==> config.mk <==
export PLATFORM = sky130hd
export DESIGN_NAME = buck_regulator_config_regs
export DESIGN_NICKNAME = d
export VERILOG_FILES = /design/src/pkg/buck_cfg_pkg.sv /design/src/pkg/cfg_store_if.sv /design/src/verilog/buck_cfg_store.sv /design/src/verilog/buck_regulator_config_regs.sv
export VERILOG_INCLUDE_DIRS = /design/src /design/src/pkg
export SDC_FILE = /design/constraint.sdc
export NUM_CORES = 1
export LEC_CHECK = 0
export BUFFER_PORTS_ARGS = -buffer_cell sky130_fd_sc_hd__buf_2
export CAP_MARGIN = 20
export CORE_MARGIN = 2
export CORE_UTILIZATION = 30
export CTS_BUF_LIST = sky130_fd_sc_hd__clkbuf_16
export DETAILED_ROUTE_END_ITERATION = 7
export GPL_TIMING_DRIVEN = 0
export SLEW_MARGIN = 5
export SYNTH_ARGS = -nofsm -noshare
export SYNTH_HDL_FRONTEND = slang
export SYNTH_SLANG_ARGS = --single-unit
export TNS_END_PERCENT = 5
==> constraint.sdc <==
create_clock -name core_clk -period 1.34 [get_ports core_clk]
set_clock_uncertainty 0.2 [all_clocks]
set_input_delay 0.067 -clock core_clk [delete_from_list [all_inputs] [get_ports core_clk]]
set_output_delay 0.067 -clock core_clk [all_outputs]
set_load 0.05 [all_outputs]
==> src/pkg/buck_cfg_consts.svh <==
// Offsets, field positions and reset values of the buck configuration bank
`ifndef BUCK_CFG_CONSTS_SVH
`define BUCK_CFG_CONSTS_SVH
`define ADDR_W 8
`define OFS_PRIMARY 8'h31
`define OFS_SECONDARY 8'h32
`define RST_PRIMARY 8'h50
`define RST_SECONDARY 8'h00
`define SEC_MASK 8'hf8
`define P_INTEGRATOR_DISABLE 7
`define P_POWER_GOOD_TRANSITION_ENABLE 6
`define P_PRETRIGGER_FAST_MODE 5
`define P_PASSIVE_DISCHARGE_ON_DISABLE 4
`define P_ACTIVE_DISCHARGE_ON_DISABLE 3
`define P_SLOW_EDGE_MODE 2
`define P_FET_HALVING 1
`define P_SWITCH_NODE_SENSE_SELECT 0
`define S_REDUCED_BANDWIDTH_MODE 7
`define S_FORCED_DISCONTINUOUS_MODE 6
`define S_PIN_CONTROLLED_FAST_MODE 5
`define S_FORCED_PWM_MODE 4
`define S_ADAPTIVE_PEAK_DISABLE 3
`endif

==> src/pkg/buck_cfg_pkg.sv <==
// Types shared by the buck configuration bank
package buck_cfg_pkg;
  typedef enum logic [2:0] {
    sel_none = 3'b001,
    sel_primary = 3'b010,
    sel_secondary = 3'b100
  } reg_sel_t;
endpackage

==> src/pkg/cfg_store_if.sv <==
// Write and read path between decoder and register store
`timescale 1ns/1ps
`default_nettype none
interface cfg_store_if;
  logic wr_primary;
  logic wr_secondary;
  logic [7:0] wdata;
  logic [7:0] primary;
  logic [7:0] secondary;
  modport ctrl (output wr_primary, output wr_secondary, output wdata,
    input primary, input secondary);
  modport store (input wr_primary, input wr_secondary, input wdata,
    output primary, output secondary);
endinterface
`default_nettype wire

==> src/verilog/buck_cfg_store.sv <==
// Two configuration registers with their reset defaults
`timescale 1ns/1ps
`default_nettype none
`include "buck_cfg_consts.svh"
module buck_cfg_store (
  input wire logic core_clk,
  input wire logic rst,
  cfg_store_if.store bus
);
  logic [7:0] primary;
  logic [7:0] secondary;
  logic [7:0] next_primary;
  logic [7:0] next_secondary;

  always_comb begin
    next_primary = primary;
    next_secondary = secondary;
    if (bus.wr_primary) begin
      next_primary = bus.wdata;
    end
    if (bus.wr_secondary) begin
      next_secondary = bus.wdata & `SEC_MASK;
    end
  end

  always_ff @(posedge core_clk or posedge rst) begin
    if (rst) begin
      primary <= `RST_PRIMARY;
      secondary <= `RST_SECONDARY;
    end else begin
      primary <= next_primary;
      secondary <= next_secondary;
    end
  end

  assign bus.primary = primary;
  assign bus.secondary = secondary;
endmodule // buck_cfg_store
`default_nettype wire

==> src/verilog/buck_regulator_config_regs.sv <==
// Buck configuration registers and decoded analog control lines
`timescale 1ns/1ps
`default_nettype none
`include "buck_cfg_consts.svh"
// Function
// - Primary bit 7 set disables integrator, leaving proportional control
// - Primary bit 6 enables power-good comparator in transitions, reset 1
// - Primary bit 5 selects high-quiescent pretrigger fast mode
// - Passive discharge in hard reset; also when enable low if bit 4
// - Active discharge in hard reset; also when enable low if bit 3
// - Primary bit 2 slows switch-node edges threefold
// - Primary bit 1 halves effective power FET size
// - Primary bit 0 selects freewheeling entry on switch-node high
// - Secondary bit 7 selects low loop bandwidth
// - Secondary bit 6 forces discontinuous conduction
// - Secondary bit 5 lets pin two level steer fast mode
// - Secondary bit 4 forces PWM switching
// - Secondary bit 3 fixes peak current instead of adaptive
module buck_regulator_config_regs (
  input wire logic core_clk,
  input wire logic rst,
  input wire logic [7:0] addr,
  input wire logic [7:0] wdata,
  input wire logic wr_en,
  input wire logic rd_en,
  output logic [7:0] rdata,
  input wire logic hard_reset,
  input wire logic regulator_enable,
  input wire logic multipurpose_pin_two,
  output logic integrator_disable,
  output logic power_good_transition_enable,
  output logic pretrigger_fast_mode,
  output logic passive_discharge,
  output logic active_discharge,
  output logic slow_edge_mode,
  output logic fet_halving,
  output logic switch_node_sense_select,
  output logic reduced_bandwidth_mode,
  output logic forced_discontinuous_mode,
  output logic fast_mode_request,
  output logic forced_pwm_mode,
  output logic adaptive_peak_disable
);
  cfg_store_if store_bus ();
  buck_cfg_pkg::reg_sel_t sel;
  logic [7:0] p;
  logic [7:0] s;
  logic [7:0] next_rdata;
  logic [12:0] ctl;
  logic [12:0] next_ctl;

  function automatic buck_cfg_pkg::reg_sel_t decode(input logic [7:0] a);
    if (a == `OFS_PRIMARY) begin
      decode = buck_cfg_pkg::sel_primary;
    end else if (a == `OFS_SECONDARY) begin
      decode = buck_cfg_pkg::sel_secondary;
    end else begin
      decode = buck_cfg_pkg::sel_none;
    end
  endfunction

  assign sel = decode(addr);
  assign store_bus.wdata = wdata;
  assign store_bus.wr_primary = wr_en && (sel == buck_cfg_pkg::sel_primary);
  assign store_bus.wr_secondary =
    wr_en && (sel == buck_cfg_pkg::sel_secondary);
  assign p = store_bus.primary;
  assign s = store_bus.secondary;

  buck_cfg_store u_store (
    .core_clk(core_clk),
    .rst(rst),
    .bus(store_bus.store)
  );

  // Unmapped reads return zero; data stands one cycle only
  always_comb begin
    next_rdata = 8'h00;
    if (rd_en) begin
      case (sel)
        buck_cfg_pkg::sel_primary: begin
          next_rdata = p;
        end
        buck_cfg_pkg::sel_secondary: begin
          next_rdata = s;
        end
        default: begin
          next_rdata = 8'h00;
        end
      endcase
    end
  end

  always_comb begin
    next_ctl[0] = p[`P_INTEGRATOR_DISABLE];
    next_ctl[1] = p[`P_POWER_GOOD_TRANSITION_ENABLE];
    next_ctl[2] = p[`P_PRETRIGGER_FAST_MODE];
    next_ctl[3] = hard_reset ||
      (p[`P_PASSIVE_DISCHARGE_ON_DISABLE] && !regulator_enable);
    next_ctl[4] = hard_reset ||
      (p[`P_ACTIVE_DISCHARGE_ON_DISABLE] && !regulator_enable);
    next_ctl[5] = p[`P_SLOW_EDGE_MODE];
    next_ctl[6] = p[`P_FET_HALVING];
    next_ctl[7] = p[`P_SWITCH_NODE_SENSE_SELECT];
    next_ctl[8] = s[`S_REDUCED_BANDWIDTH_MODE];
    next_ctl[9] = s[`S_FORCED_DISCONTINUOUS_MODE];
    next_ctl[10] = s[`S_PIN_CONTROLLED_FAST_MODE] && multipurpose_pin_two;
    next_ctl[11] = s[`S_FORCED_PWM_MODE];
    next_ctl[12] = s[`S_ADAPTIVE_PEAK_DISABLE];
  end

  // Registered outputs; reset value mirrors register defaults
  always_ff @(posedge core_clk or posedge rst) begin
    if (rst) begin
      rdata <= 8'h00;
      ctl <= 13'h000a;
    end else begin
      rdata <= next_rdata;
      ctl <= next_ctl;
    end
  end

  assign integrator_disable = ctl[0];
  assign power_good_transition_enable = ctl[1];
  assign pretrigger_fast_mode = ctl[2];
  assign passive_discharge = ctl[3];
  assign active_discharge = ctl[4];
  assign slow_edge_mode = ctl[5];
  assign fet_halving = ctl[6];
  assign switch_node_sense_select = ctl[7];
  assign reduced_bandwidth_mode = ctl[8];
  assign forced_discontinuous_mode = ctl[9];
  assign fast_mode_request = ctl[10];
  assign forced_pwm_mode = ctl[11];
  assign adaptive_peak_disable = ctl[12];
endmodule // buck_regulator_config_regs
`default_nettype wire
==> impl_metrics.csv <==
group,metric,value,unit
clock_network,cts_buffers,5,
power_and_ir_drop,power,2353,µW
setup_path,critPathMaxStageDelay,0.51,ns
layout,drive_above_1_share,0.5108,
detailed_routing,drtIter0Drc,15,
global_routing,grt_antenna_before_repair,0,
sta,worstMarginPinSlew,0.3908,ns
logic_synthesis,ys.warnings.count,0,
power_and_ir_drop,p_per_area,1338,nW/µm²
logic_synthesis,synthesis.area,1186,µm²
setup_path,cp-start-kind,"register",
setup_path,critPathBufInv,1,
clock_network,cts.path.max_buffers,2,
setup_path,worstPathMaxFanout,1,
setup_path,path_cells,"buf_2",
logic_synthesis,synth-seq-cells,34,
place,dp_hpwl,1714,µm
logic_synthesis,netlist_instances,74,
logic_synthesis,synth_seq_area_share,0.7215,
clock_network,cts.sinks,34,
die,dieArea,4473,µm²
run_status,status,"finished, final reports clean",
detailed_routing,ant_nets,0,
worst_hold_path,min_path_type,"in -> reg",
die,core-area,3744,µm²
global_routing,grt_overflow,0,
sta,slew_headroom,0.7385,
logic_synthesis,synthAdderAreaFrac,0,
sta,setup_viol,0,
logic_synthesis,synth_xor_area_frac,0,
sta,max_freq,772.3,MHz
flow_run,drv_cap,0,
setup_path,crit_type,"reg -> out",
logic_synthesis,synth_compound_area_frac,0.04430,
die,initial_core_util,0.3168,
logic_synthesis,synth_area_per_cell,16.03,µm²
sta,final.setup.tns,0,ns
die,row_count,22,
setup_path,cp_data_arrival_time,1.03,ns
clock_network,clk_latency,0.27,ns
detailed_routing,vias,818,
setup_path,required,1.07,ns
sta,rsz0062_at_grt,"no",
detailed_routing,drt-vias-per-instance,4.374,
global_routing,grt_max_degree,22,
die,die_h,66.88,µm
sta,final_hold_viol_count,0,
logic_synthesis,synth_nets,97,
clock_network,cts_tree,"built",
logic_synthesis,yosysUniqueCellTypes,16,
place,io_buffers,43,
global_routing,grt_pass1_vias,861,
global_routing,grt_pass1_wl,3919,µm
place,place.gp.congestion,0.6463,
setup_path,slowest_stage,"dfstp_2",
global_routing,grtUsageTotal,0.1209,
clock_network,clk_pin_slew,0.05,ns
sta,layout_min_cycle_time,1.295,ns
logic_synthesis,synthMuxAreaShare,0.1234,
layout,n_fill_cell,375,
detailed_routing,drc,0,
layout,post-route-util,0.4699,
clock_network,root_buffer,"clkbuf_16",
logic_synthesis,synth_top_family_by_area,"multiplexers",
power_and_ir_drop,ir_drop,0.6678,mV
power_and_ir_drop,power_leakage,0.0009596,µW
sta,hold_ws,0.05489,ns
setup_path,cp_top_family,"flip-flops",
clock_network,htree_levels,2,
logic_synthesis,yosys.area_share.simple,0.1002,
clock_network,post_cts_buffers,0,
detailed_routing,wl_per_cell,13.41,µm
die,die_x,66.88,µm
setup_path,endpoint_kind,"output port",
die,io_pins,44,
sta,drv_slew,0,
detailed_routing,first_pass_iters,4,
layout,syn_to_final_growth,48.31,%
layout,nets,161,
sta,post-route-period-util,0.9663,
layout,diodes,0,
detailed_routing,drt_wl_total,2507,µm
==> placed cells by master, fill, tap and decap left out <==
cell	Yosys	final
nand4_2	1	1
buf_2	1	44
nand3_1	1	1
nor2b_1	1	1
and3_1	4	4
clkbuf_16	0	5
a21o_1	2	2
nor2_1	6	6
buf_16	0	1
and2b_1	1	1
dfstp_2	4	4
and4bb_2	1	1
dfrtp_1	30	30
inv_1	2	4
mux2_2	13	13
nand4_4	1	1
clkinvlp_4	0	1
and2_1	1	1
dlygate4sd3_1	0	13
a22oi_1	5	5
==> worst paths after layout <==
path	from	endpoint	slack (ns)	cells past startpoint
min in group asynchronous	rst	ctl[2]$_DFF_PP0_	0.13	3
worst max register to register	u_store.bus.primary[3]$_DFFE_PP0P_	u_store.bus.primary[3]$_DFFE_PP0P_	0.34	1
worst min-delay path	wr_en	u_store.bus.primary[2]$_DFFE_PP0P_	0.05	3
max in group asynchronous	rst	u_store.bus.primary[6]$_DFFE_PP1P_	0.33	4
worst max-delay path	ctl[3]$_DFF_PP1_	passive_discharge	0.05	1
worst min register to register	u_store.bus.primary[6]$_DFFE_PP1P_	ctl[1]$_DFF_PP1_	0.17	0
==> metrics by stage <==
stage                     std cells  cell area, µm²  setup slack, ns
after global placement          165            1461         -0.08194
after detailed placement        166            1489         -0.09888
after CTS                       187            1755          0.03156
final                           187            1759          0.04514
after global routing            187            1759          0.01084
after floorplan                  74            1186           0.1409
==> routing by layer <==
metal | routed length (µm) | track usage | vias to the layer above
li1 | - | - | 388
met1 | 1067 | 0.1450 | 395
met2 | 1234 | 0.2000 | 30
met3 | 174 | 0.04054 | 5
met4 | 31 | 0.04592 | 0
met5 | 0 | 0 | -
==> state kept, by name, indices dropped and copies added, names as in the netlist <==
name and count:
u_store.bus.secondary 5, u_store.bus.primary 8, rdata 8, ctl 13
==> power by group <==
part / leakage, µW / internal [µW] / switching (µW)
clock: 0.0000776 / 666 / 374
sequential: 0.000455 / 1070 / 18.5
combinational: 0.000427 / 92.1 / 133
total: 0.000960 / 1830 / 526
==> synthesized netlist by cell type, drive strengths merged <==
cell type,instances,share of area
and2b,1,0.0063
mux2,13,0.12
dfstp,4,0.089
nor2b,1,0.0053
and2,1,0.0053
nor2,6,0.019
nand3,1,0.0042
inv,2,0.0063
a21o,2,0.013
dfrtp,30,0.63
a22oi,5,0.032
buf,1,0.0042
and3,4,0.021
and4bb,1,0.011
nand4,2,0.028
==> logic make-up (layout without fill, tap and decap cells) <==
kind of cell | Yosys count | in the layout
AO/OA/AOI/OAI | 7 | 7
buffers and inverters | 3 | 68
flip-flops | 34 | 34
multiplexers | 13 | 13
AND/OR/NAND/NOR | 17 | 17
==> repair_timing <==
item                       CTS  global route
setup endpoints to repair    0             2
hold buffers                13             0
gates resized for setup      0             1
hold endpoints to repair    31             0
==> cell type report <==
class	count	area, µm²	area share
Sequential cell	34	855.8	0.4865
Clock inverter	3	11.26	0.006401
Timing Repair Buffer	57	372.9	0.2119
Tap cell	48	60.06	0.03414
Clock buffer	5	125.1	0.07112
Multi-Input combinational cell	37	317.8	0.1807
Inverter	2	11.26	0.006401
Buffer	1	5.005	0.002845
(Power assumes the default switching activity.)
